===== config.mk =====
export PLATFORM = sky130hd
export DESIGN_NAME = adc_mode_register_control
export DESIGN_NICKNAME = d
export VERILOG_FILES = /design/src/verilog/adc_mode_pkg.sv /design/src/verilog/pin_sync.sv /design/src/verilog/conv_timer.sv /design/src/verilog/adc_mode_register_control.sv
export SDC_FILE = /design/constraint.sdc
export NUM_CORES = 1
export LEC_CHECK = 0
export ABC_CLOCK_PERIOD_IN_PS = 3240
export BUFFER_PORTS_ARGS = -buffer_cell sky130_fd_sc_hd__buf_2
export CAP_MARGIN = 30
export CORE_MARGIN = 2
export CORE_UTILIZATION = 40
export CTS_BUF_LIST = sky130_fd_sc_hd__clkbuf_16
export DETAILED_ROUTE_END_ITERATION = 12
export PLACE_DENSITY = 0.59
export SETUP_SLACK_MARGIN = 0.1
export SLEW_MARGIN = 20
export SYNTH_ARGS = -nofsm -noshare
export SYNTH_HDL_FRONTEND = slang
export SYNTH_SLANG_ARGS = --single-unit
export TNS_END_PERCENT = 100

===== constraint.sdc =====
create_clock -name mclk -period 3.24 [get_ports mclk]
set_clock_uncertainty 0.15 [all_clocks]
set_input_delay 0.486 -clock mclk [delete_from_list [all_inputs] [get_ports mclk]]
set_output_delay 0.486 -clock mclk [all_outputs]
set_load 0.01 [all_outputs]

===== src/verilog/adc_mode_pkg.sv =====
// Shared constants and types for the mode register control block
`default_nettype none
package adc_mode_pkg;
  // ==========================================
  // Widths
  localparam int REG_W = 8;
  localparam int DATA_W = 24;
  localparam int CNT_W = 5;
  // ==========================================
  // Reset and fixed register values
  localparam logic [7:0] MODE_RESET = 8'h02;
  localparam logic [7:0] STATUS_FIXED = 8'h0c;
  localparam logic [7:0] FILTER_RESET = 8'h04;
  localparam logic [23:0] BIPOLAR_ZERO = 24'h800000;
  localparam logic [15:0] PAD_LOW = 16'h0000;
  // ==========================================
  // Register select codes
  localparam logic [1:0] RS_STATUS = 2'h0;
  localparam logic [1:0] RS_MODE = 2'h1;
  localparam logic [1:0] RS_FILTER = 2'h2;
  localparam logic [1:0] RS_DATA = 2'h3;
  // ==========================================
  // Mode register fields
  localparam int MODE_HI_BIT = 7;
  localparam int MODE_LO_BIT = 6;
  localparam int BURNOUT_BIT = 3;
  localparam int POLARITY_BIT = 2;
  localparam int AMP_BIT = 1;
  // ==========================================
  // Communications byte fields
  localparam int CMD_WEN_BIT = 7;
  localparam int CMD_READ_BIT = 6;
  localparam int CMD_RS_HI = 5;
  localparam int CMD_RS_LO = 4;
  localparam int CMD_CREAD_BIT = 2;
  // ==========================================
  // Serial bit counts
  localparam logic [4:0] CNT_ZERO = 5'h00;
  localparam logic [4:0] CNT_ONE = 5'h01;
  localparam logic [4:0] LAST_BYTE_BIT = 5'h07;
  localparam logic [4:0] LAST_WORD_BIT = 5'h17;
  // ==========================================
  // Timing
  localparam int CLK_PERIOD_NS = 100;
  localparam int OUT_PERIOD_US = 60000;
  localparam int FIRST_PERIODS = 2;
  // ==========================================
  // Enumerations
  typedef enum logic [1:0] {
    MODE_CONT = 2'b00,
    MODE_RSVD = 2'b01,
    MODE_SINGLE = 2'b10,
    MODE_PDOWN = 2'b11
  } conv_mode_type;
  typedef enum logic [1:0] {
    SER_CMD = 2'b00,
    SER_WR = 2'b01,
    SER_RD = 2'b10
  } ser_state_type;
  typedef enum logic [1:0] {
    SEQ_OFF = 2'b00,
    SEQ_FIRST = 2'b01,
    SEQ_NEXT = 2'b10
  } seq_state_type;
endpackage
`default_nettype wire


===== src/verilog/pin_sync.sv =====
// Two-flop synchronisers for serial pins
`timescale 1ns/100ps
`default_nettype none
module pin_sync #(
  parameter int WIDTH = 3,
  parameter logic [WIDTH-1:0] RESET_VAL = '0
) (
  // Clock and reset
  input wire logic mclk,
  input wire logic rstn,
  // Raw pins and synchronised levels
  input wire logic [WIDTH-1:0] pin_in,
  output logic [WIDTH-1:0] pin_sync_out
);
  // ==========================================
  // Per-bit synchroniser
  genvar gi;
  generate
    for (gi = 0; gi < WIDTH; gi = gi + 1)
    begin : g_bit
      logic meta_ff;
      logic sync_ff;
      always_ff @(posedge mclk or negedge rstn)
      begin
        if (!rstn)
        begin
          meta_ff <= RESET_VAL[gi];
          sync_ff <= RESET_VAL[gi];
        end
        else
        begin
          meta_ff <= pin_in[gi];
          sync_ff <= meta_ff;
        end
      end
      assign pin_sync_out[gi] = sync_ff;
    end
  endgenerate
endmodule
`default_nettype wire


===== src/verilog/conv_timer.sv =====
// Conversion sequencer timing output-rate periods
`timescale 1ns/100ps
`default_nettype none
module conv_timer #(
  parameter int PERIOD_CYC = 600000
) (
  // Clock and reset
  input wire logic mclk,
  input wire logic rstn,
  // Control
  input wire logic restart,
  input wire logic run_cont,
  input wire logic run_single,
  // Status
  output logic conv_done,
  output logic powered
);
  localparam int FIRST_CYC = adc_mode_pkg::FIRST_PERIODS * PERIOD_CYC;
  localparam logic [31:0] FIRST_LOAD = 32'(FIRST_CYC - 1);
  localparam logic [31:0] NEXT_LOAD = 32'(PERIOD_CYC - 1);

  adc_mode_pkg::seq_state_type state_ff;
  adc_mode_pkg::seq_state_type nxt_state;
  logic [31:0] cnt_ff;
  logic [31:0] nxt_cnt;
  logic done_ff;
  logic nxt_done;
  wire cnt_zero = (cnt_ff == 32'h00000000);
  wire running = (state_ff != adc_mode_pkg::SEQ_OFF);

  // ==========================================
  // Sequencer
  always_comb
  begin
    nxt_state = state_ff;
    nxt_cnt = cnt_ff;
    nxt_done = 1'b0;
    if (restart)
    begin
      nxt_cnt = FIRST_LOAD;
      nxt_state = (run_cont || run_single) ? adc_mode_pkg::SEQ_FIRST : adc_mode_pkg::SEQ_OFF;
    end
    else
    begin
      case (state_ff)
        adc_mode_pkg::SEQ_OFF:
          nxt_cnt = cnt_ff;
        adc_mode_pkg::SEQ_FIRST, adc_mode_pkg::SEQ_NEXT:
          if (cnt_zero)
          begin
            nxt_done = 1'b1;
            nxt_cnt = NEXT_LOAD;
            nxt_state = run_single ? adc_mode_pkg::SEQ_OFF : adc_mode_pkg::SEQ_NEXT;
          end
          else
          begin
            nxt_cnt = cnt_ff - 32'h00000001;
          end
        default:
          nxt_state = adc_mode_pkg::SEQ_OFF;
      endcase
    end
  end

  always_ff @(posedge mclk or negedge rstn)
  begin
    if (!rstn)
    begin
      state_ff <= adc_mode_pkg::SEQ_FIRST;
      cnt_ff <= FIRST_LOAD;
      done_ff <= 1'b0;
    end
    else
    begin
      state_ff <= nxt_state;
      cnt_ff <= nxt_cnt;
      done_ff <= nxt_done;
    end
  end

  assign conv_done = done_ff;
  assign powered = running;
endmodule
`default_nettype wire


===== src/verilog/adc_mode_register_control.sv =====
// Mode register, serial access and conversion control
// Functional notes
// - Mode register uses select code 01 and resets to 0x02.
// - Mode register is eight bits, readable and writable serially.
// - Mode register bits move most significant first.
// - Any mode write resets modulator and filter and sets not-ready.
// - Bits 7 and 6 choose continuous, single or power-down operation.
// - Continuous mode converts back to back, stores result, drives ready low.
// - Continuous read shifts each result out; else host requests each result.
// - First result after two periods, later ones one period apart.
// - Single mode powers up, converts after two periods, then powers down.
// - Single result and low ready held until read or next conversion.
// - Bit 3 switches the burnout current sources on or off.
// - Burnout currents only flow while the input amplifier is enabled.
// - Mode codes: 00 continuous, 01 reserved, 10 single, 11 power-down.
// - Bit 2 set selects unipolar, clear selects offset binary bipolar.
// - Bit 1 clear gives unbuffered input, set gives buffered input.
`timescale 1ns/100ps
`default_nettype none
module adc_mode_register_control #(
  parameter int OUT_PERIOD_US = adc_mode_pkg::OUT_PERIOD_US
) (
  // Clock and reset
  input wire logic mclk,
  input wire logic rstn,
  // Serial pins
  input wire logic sclk,
  input wire logic cs_n,
  input wire logic din,
  output logic dout_rdy_n,
  output logic dout_oe_n,
  // Front end sample
  input wire logic [23:0] adc_sample,
  // Front end control
  output logic modulator_reset,
  output logic converter_powered,
  output logic buffer_enable,
  output logic unipolar_enable,
  output logic burnout_current_enable,
  output logic conv_mode_sel_hi,
  output logic conv_mode_sel_lo,
  output logic data_ready_n
);
  localparam int PERIOD_CYC = OUT_PERIOD_US * 1000 / adc_mode_pkg::CLK_PERIOD_NS;

  // ==========================================
  // Pin synchronisers
  logic [2:0] pins_s;
  wire sclk_s = pins_s[2];
  wire cs_n_s = pins_s[1];
  wire din_s = pins_s[0];

  pin_sync #(
    .WIDTH(3),
    .RESET_VAL(3'h6)
  ) u_sync (
    .mclk(mclk),
    .rstn(rstn),
    .pin_in({sclk, cs_n, din}),
    .pin_sync_out(pins_s)
  );

  // ==========================================
  // State
  adc_mode_pkg::ser_state_type ser_ff;
  adc_mode_pkg::ser_state_type nxt_ser;
  logic sclk_prev_ff;
  logic [4:0] bit_cnt_ff;
  logic [4:0] nxt_bit_cnt;
  logic [4:0] len_ff;
  logic [4:0] nxt_len;
  logic [7:0] rx_sh_ff;
  logic [23:0] tx_sh_ff;
  logic [23:0] nxt_tx_sh;
  logic [1:0] rs_ff;
  logic [1:0] nxt_rs;
  logic cread_ff;
  logic nxt_cread;
  logic exit_ff;
  logic nxt_exit;
  logic [7:0] mode_ff;
  logic mode_wr_ff;
  logic [23:0] data_ff;
  logic rdy_n_ff;
  logic err_ff;
  logic dout_ff;
  logic conv_done;

  // ==========================================
  // Decode
  wire sel = !cs_n_s;
  wire sclk_rise = sclk_s && !sclk_prev_ff;
  wire sclk_fall = !sclk_s && sclk_prev_ff;
  wire [7:0] rx_byte = {rx_sh_ff[6:0], din_s};
  wire [1:0] cmd_rs = rx_byte[adc_mode_pkg::CMD_RS_HI:adc_mode_pkg::CMD_RS_LO];
  wire cmd_ok = !rx_byte[adc_mode_pkg::CMD_WEN_BIT];
  wire cmd_read = rx_byte[adc_mode_pkg::CMD_READ_BIT];
  wire cmd_cread = rx_byte[adc_mode_pkg::CMD_CREAD_BIT];
  wire byte_end = sclk_rise && (bit_cnt_ff == adc_mode_pkg::LAST_BYTE_BIT);
  wire cmd_done = sel && (ser_ff == adc_mode_pkg::SER_CMD) && byte_end;
  wire wr_done = sel && (ser_ff == adc_mode_pkg::SER_WR) && byte_end;
  wire rd_last = sel && (ser_ff == adc_mode_pkg::SER_RD) && sclk_rise && (bit_cnt_ff == len_ff);
  wire rd_data_done = rd_last && (len_ff == adc_mode_pkg::LAST_WORD_BIT);
  wire mode_wr = wr_done && (rs_ff == adc_mode_pkg::RS_MODE);
  wire conv_ok = conv_done && !mode_wr && !mode_wr_ff;
  wire cread_load = sel && cread_ff && conv_ok && (ser_ff == adc_mode_pkg::SER_CMD)
                    && (bit_cnt_ff == adc_mode_pkg::CNT_ZERO);
  wire cread_exit = cread_ff && byte_end && cmd_ok && !cmd_cread;
  wire [1:0] mode_sel = mode_ff[adc_mode_pkg::MODE_HI_BIT:adc_mode_pkg::MODE_LO_BIT];
  wire run_cont = (mode_sel == adc_mode_pkg::MODE_CONT);
  wire run_single = (mode_sel == adc_mode_pkg::MODE_SINGLE);
  wire unipolar = mode_ff[adc_mode_pkg::POLARITY_BIT];
  wire amp_on = mode_ff[adc_mode_pkg::AMP_BIT];
  wire sample_neg = adc_sample[adc_mode_pkg::DATA_W-1];
  wire [23:0] uni_code = sample_neg ? '0 : {adc_sample[22:0], 1'b0};
  wire [23:0] result_fmt = unipolar ? uni_code : (adc_sample ^ adc_mode_pkg::BIPOLAR_ZERO);
  wire clamp = unipolar && sample_neg;
  wire [7:0] status_byte = {rdy_n_ff, err_ff, adc_mode_pkg::STATUS_FIXED[5:0]};
  wire [7:0] rd_byte = (cmd_rs == adc_mode_pkg::RS_MODE) ? mode_ff :
                       (cmd_rs == adc_mode_pkg::RS_FILTER) ? adc_mode_pkg::FILTER_RESET : status_byte;
  wire [23:0] rd_word = (cmd_rs == adc_mode_pkg::RS_DATA) ? data_ff : {rd_byte, adc_mode_pkg::PAD_LOW};
  wire [4:0] rd_len = (cmd_rs == adc_mode_pkg::RS_DATA) ? adc_mode_pkg::LAST_WORD_BIT :
                      adc_mode_pkg::LAST_BYTE_BIT;
  wire [7:0] nxt_rx = (sel && sclk_rise) ? rx_byte : rx_sh_ff;
  wire [7:0] nxt_mode = mode_wr ? rx_byte : mode_ff;
  wire [23:0] nxt_data = conv_ok ? result_fmt : data_ff;
  wire nxt_rdy_n = conv_ok ? 1'b0 : ((mode_wr || rd_data_done) ? 1'b1 : rdy_n_ff);
  wire nxt_err = conv_ok ? clamp : (mode_wr ? 1'b0 : err_ff);
  wire nxt_dout = (ser_ff == adc_mode_pkg::SER_RD) ? tx_sh_ff[adc_mode_pkg::DATA_W-1] : rdy_n_ff;

  // ==========================================
  // Serial protocol
  always_comb
  begin
    nxt_ser = ser_ff;
    nxt_bit_cnt = bit_cnt_ff;
    nxt_tx_sh = tx_sh_ff;
    nxt_rs = rs_ff;
    nxt_len = len_ff;
    nxt_cread = cread_ff;
    nxt_exit = exit_ff;
    if (!sel)
    begin
      nxt_ser = adc_mode_pkg::SER_CMD;
      nxt_bit_cnt = adc_mode_pkg::CNT_ZERO;
    end
    else
    begin
      case (ser_ff)
        adc_mode_pkg::SER_CMD:
          if (cread_load)
          begin
            nxt_tx_sh = result_fmt;
            nxt_len = adc_mode_pkg::LAST_WORD_BIT;
            nxt_exit = 1'b0;
            nxt_ser = adc_mode_pkg::SER_RD;
          end
          else if (sclk_rise)
          begin
            nxt_bit_cnt = bit_cnt_ff + adc_mode_pkg::CNT_ONE;
            if (cmd_done)
            begin
              nxt_bit_cnt = adc_mode_pkg::CNT_ZERO;
              if (cmd_ok && cmd_read && cmd_cread && (cmd_rs == adc_mode_pkg::RS_DATA))
              begin
                nxt_cread = 1'b1;
              end
              else if (cmd_ok && cmd_read)
              begin
                nxt_tx_sh = rd_word;
                nxt_len = rd_len;
                nxt_exit = 1'b0;
                nxt_ser = adc_mode_pkg::SER_RD;
              end
              else if (cmd_ok)
              begin
                nxt_rs = cmd_rs;
                nxt_ser = adc_mode_pkg::SER_WR;
              end
            end
          end
        adc_mode_pkg::SER_WR:
          if (sclk_rise)
          begin
            nxt_bit_cnt = bit_cnt_ff + adc_mode_pkg::CNT_ONE;
            if (wr_done)
            begin
              nxt_bit_cnt = adc_mode_pkg::CNT_ZERO;
              nxt_ser = adc_mode_pkg::SER_CMD;
            end
          end
        adc_mode_pkg::SER_RD:
          if (sclk_rise)
          begin
            nxt_bit_cnt = bit_cnt_ff + adc_mode_pkg::CNT_ONE;
            if (cread_exit)
            begin
              nxt_exit = 1'b1;
            end
            if (rd_last)
            begin
              nxt_bit_cnt = adc_mode_pkg::CNT_ZERO;
              nxt_ser = adc_mode_pkg::SER_CMD;
              nxt_cread = cread_ff && !exit_ff;
            end
          end
          else if (sclk_fall && (bit_cnt_ff != adc_mode_pkg::CNT_ZERO))
          begin
            nxt_tx_sh = {tx_sh_ff[22:0], 1'b0};
          end
        default:
          nxt_ser = adc_mode_pkg::SER_CMD;
      endcase
    end
  end

  always_ff @(posedge mclk or negedge rstn)
  begin
    if (!rstn)
    begin
      ser_ff <= adc_mode_pkg::SER_CMD;
      sclk_prev_ff <= 1'b1;
      bit_cnt_ff <= adc_mode_pkg::CNT_ZERO;
      len_ff <= adc_mode_pkg::LAST_BYTE_BIT;
      rx_sh_ff <= '0;
      tx_sh_ff <= '0;
      rs_ff <= adc_mode_pkg::RS_STATUS;
      cread_ff <= 1'b0;
      exit_ff <= 1'b0;
      dout_ff <= 1'b1;
    end
    else
    begin
      ser_ff <= nxt_ser;
      sclk_prev_ff <= sclk_s;
      bit_cnt_ff <= nxt_bit_cnt;
      len_ff <= nxt_len;
      rx_sh_ff <= nxt_rx;
      tx_sh_ff <= nxt_tx_sh;
      rs_ff <= nxt_rs;
      cread_ff <= nxt_cread;
      exit_ff <= nxt_exit;
      dout_ff <= nxt_dout;
    end
  end

  // ==========================================
  // Mode, data and ready registers
  always_ff @(posedge mclk or negedge rstn)
  begin
    if (!rstn)
    begin
      mode_ff <= adc_mode_pkg::MODE_RESET;
      mode_wr_ff <= 1'b0;
      data_ff <= '0;
      rdy_n_ff <= 1'b1;
      err_ff <= 1'b0;
    end
    else
    begin
      mode_ff <= nxt_mode;
      mode_wr_ff <= mode_wr;
      data_ff <= nxt_data;
      rdy_n_ff <= nxt_rdy_n;
      err_ff <= nxt_err;
    end
  end

  // ==========================================
  // Conversion sequencer
  conv_timer #(
    .PERIOD_CYC(PERIOD_CYC)
  ) u_timer (
    .mclk(mclk),
    .rstn(rstn),
    .restart(mode_wr_ff),
    .run_cont(run_cont),
    .run_single(run_single),
    .conv_done(conv_done),
    .powered(converter_powered)
  );

  // ==========================================
  // Outputs
  assign dout_rdy_n = dout_ff;
  assign dout_oe_n = cs_n_s;
  assign modulator_reset = mode_wr_ff;
  assign buffer_enable = amp_on;
  assign unipolar_enable = unipolar;
  assign burnout_current_enable = mode_ff[adc_mode_pkg::BURNOUT_BIT] && amp_on;
  assign conv_mode_sel_hi = mode_ff[adc_mode_pkg::MODE_HI_BIT];
  assign conv_mode_sel_lo = mode_ff[adc_mode_pkg::MODE_LO_BIT];
  assign data_ready_n = rdy_n_ff;
endmodule
`default_nettype wire


==> flow_metrics.py <==
metrics = {
    "floorplanning": {
        "io_pins": 39,
        "core_um2": 15800,
        "die_area_um2": 17000,
        "initial_core_util_pct": 40.5,
        "rows": 46,
        "die_h_um": 130,
        "die_w_um": 130,
    },
    "sta": {
        "tightest_slew_ns": 0.772,
        "fin_crit_sh_pct": 87.6,
        "final.setup.tns_ns": 0,
        "hold_viol": 0,
        "setup_viol": 0,
        "clock.fmax_mhz": 352,
        "maxSlewHeadroom_pct": 48.5,
        "drv_slew": 0,
        "final.min_clock_period_ns": 2.84,
        "setup_ws_ns": 0.401,
        "rsz0062_at_grt": "no",
    },
    "grt": {
        "grt_usage_pct": 19.3,
        "grt_pass1_vias": 5124,
        "grt_pass1_wl_mm": 25.8,
        "grt_start_max_net_pins": 54,
        "grt_overflow": 0,
        "antenna_found_initial": 0,
    },
    "logic_synthesis": {
        "ys_ff_latch": 121,
        "synthSimpleGateAreaFrac_pct": 19.2,
        "synth_enable_flop_cells": 0,
        "yosysWarnings": 0,
        "synth_top_area_share_pct": 38.4,
        "synthCells": 642,
        "synth.area.top_cells": "dfrtp_1, dfstp_2, mux2_2, a21oi_1, nor2_1",
        "synth_area_um2": 6390,
        "yosysTopAreaCell": "dfrtp_1",
        "synth_mux_area_share_pct": 9.59,
        "synth_compound_area_share_pct": 16.9,
        "synthAdderAreaFrac_pct": 1.57,
        "synthTopCellsByCount": "dfrtp_1, nor2_1, mux2_2",
        "synth_nets": 679,
        "avgSynthCellArea_um2": 9.96,
        "synth.most_common_cell": "dfrtp_1",
        "synth_top_family_by_area": "simple AND/OR/NAND/NOR gates",
        "synthXorXnorAreaFrac_pct": 0.685,
        "async_flop_share_pct": 100,
        "synth-seq-area-share_pct": 47.8,
        "synth_flop_cell": "dfrtp_1",
        "synth_cell_types": 63,
    },
    "cts": {
        "path_clk_slew_ns": 0.06,
        "cts_tree": "built",
        "clock_sinks": 121,
        "clockRootBuffer": "clkbuf_16",
        "postCtsSetupBuffers": 0,
        "cts_hold_buf": 4,
        "cts_buffers": 17,
        "cts_resized": 0,
        "clkLatencyLatePin_ns": 0.42,
        "cts_max_level": 4,
        "cts_buffer_depth": 2,
    },
    "detailed_routing": {
        "met2_length_mm": 7.65,
        "met1_length_mm": 6.84,
        "wire_per_inst_um": 16.9,
        "num_vias": 5220,
        "drt_iter0_drc": 350,
        "drtPass1Iterations": 6,
        "highest_layer": "met4",
        "antenna_left": 0,
        "vias_per_cell": 5.72,
        "wl_met3_um": 633,
        "routed_wl_mm": 15.4,
        "drc": 0,
    },
    "critical_path": {
        "cp_slowest_stage_delay_ns": 0.64,
        "end_kind": "flip-flop",
        "criticalPathCategory": "reg2reg",
        "crit_required_ns": 3.40,
        "crit_fanout": 11,
        "arrival_ns": 3.00,
        "slowest_stage": "or3_1",
        "start_kind": "flip-flop",
        "path_cells": "inv_1 -> ha_1 -> or4b_1 -> or3_1 -> a21oi_1 -> o21ai_0 -> a22o_1",
        "r2r_cells": 7,
    },
    "power_and_ir_drop": {
        "ir_drop_v": 0.000579,
        "powerDensity_nw_per_um2": 608,
        "p_leak_nw": 3.26,
    },
    "min_path": {
        "whs_path_depth": 2,
        "min_path_type": "in2reg",
    },
    "run_status": {
        "outcome": "finished clean",
    },
    "final_layout": {
        "antenna_cells": 0,
        "layout-drive-gt1-share_pct": 26.3,
        "syn_to_final_growth_pct": 17.1,
        "nets": 721,
    },
    "place": {
        "hpwl_mm": 10.4,
        "io_buffers": 38,
        "dp_slack_ns": 0.397,
        "gp_congestion": 0.848,
    },
    "run": {
        "drv_cap": 0,
    },
}
==> layout by cell type, fill, tap and decap left out, types with 7 or more instances in the layout <==
| cell | count |
|---|---|
| o21ai_0 | 24 |
| buf_4 | 26 |
| a22oi_1 | 21 |
| ha_1 | 7 |
| a311oi_1 | 8 |
| nand2b_1 | 9 |
| or4_1 | 9 |
| buf_2 | 37 |
| inv_1 | 22 |
| a31oi_1 | 7 |
| nor3_1 | 31 |
| nand4_1 | 13 |
| nor2b_1 | 9 |
| a221o_1 | 17 |
| nor2_1 | 51 |
| dfstp_2 | 23 |
| nand2_1 | 38 |
| clkbuf_16 | 17 |
| nand3_1 | 18 |
| mux2_2 | 50 |
| a21oi_1 | 46 |
| dfrtp_1 | 98 |
| nor4_1 | 13 |
| o31ai_1 | 7 |
==> logic make-up after synthesis <==
group | Yosys count
adder cells (fa/ha/maj) | 8
flip-flops | 121
AND/OR/NAND/NOR | 228
buffers and inverters | 67
multiplexers | 55
XOR/XNOR | 5
AO/OA/AOI/OAI | 158
==> path summary, 6_finish.rpt <==
path	startpoint	slack, ns	end
min in group asynchronous	rstn	0.46	u_timer.cnt_ff[28]
max in group asynchronous	rstn	1.63	u_timer.cnt_ff[17]
worst min register to register	u_sync.g_bit[1].meta_ff	0.21	u_sync.g_bit[1].sync_ff
worst max-delay path	bit_cnt_ff[0]	0.40	bit_cnt_ff[4]
worst max register to register	bit_cnt_ff[0]	0.40	bit_cnt_ff[4]
worst min-delay path	adc_sample[0]	0.20	data_ff[0]
==> through the flow <==
| step | instance area (um2) | hold slack (ns) | util (%) | instances | power (mW) |
|---|---|---|---|---|---|
| 2_1_floorplan | 6390 | 0.0404 | - | 642 | 2.49 |
| 3_3_place_gp | 6880 | 0.196 | 43.6 | 877 | 2.73 |
| 3_5_place_dp | 6880 | 0.188 | 43.6 | 877 | 2.76 |
| 4_1_cts | 7490 | 0.187 | 47.5 | 913 | 4.61 |
| 5_1_grt | 7490 | 0.200 | 47.5 | 913 | 4.80 |
| 6_report | 7490 | 0.203 | 47.5 | 913 | 4.55 |
==> routing by layer <==
metal	track usage, %	vias up
li1	-	2488
met1	25.2	2582
met2	31.8	123
met3	4.28	27
met4	7.13	0
met5	0	-
==> area by class of cell <==
class                      instances  area (um2)
sequential                       121        3060
tap                              216         270
timing repair buffer              68         440
inverter                          22        82.6
fill                            1499        8280
clock inverter                    15         144
clock buffer                      17         425
multi-input combinational        454        3070
==> worst max-delay path, delay by kind of cell (launching register included) <==
family	cells	cell delay, ns
fa+ha+maj	1	0.13
compound gates	3	0.79
buf+inv	1	0.07
simple gates	2	1.16
flops	1	0.42
==> power breakdown <==
group	leakage, nW	switching [mW]	internal, mW
Combinational	1.53	0.484	0.440
Sequential	1.46	0.120	1.69
Clock	0.269	0.747	1.07
Total	3.26	1.35	3.20
==> flip-flops by register name, summed over array words and instances, names as in the netlist <==
register	cells
data_ff	24
sclk_prev_ff	1
u_sync.g_bit.sync_ff	3
err_ff	1
cread_ff	1
u_sync.g_bit.meta_ff	3
u_timer.conv_done	1
data_ready_n	1
rx_sh_ff	7
exit_ff	1
ser_ff	2
rs_ff	2
dout_rdy_n	1
u_timer.state_ff	2
modulator_reset	1
len_ff	1
u_timer.cnt_ff	32
tx_sh_ff	24
bit_cnt_ff	5
mode_ff	8
Power figures use the tool's default switching activity.
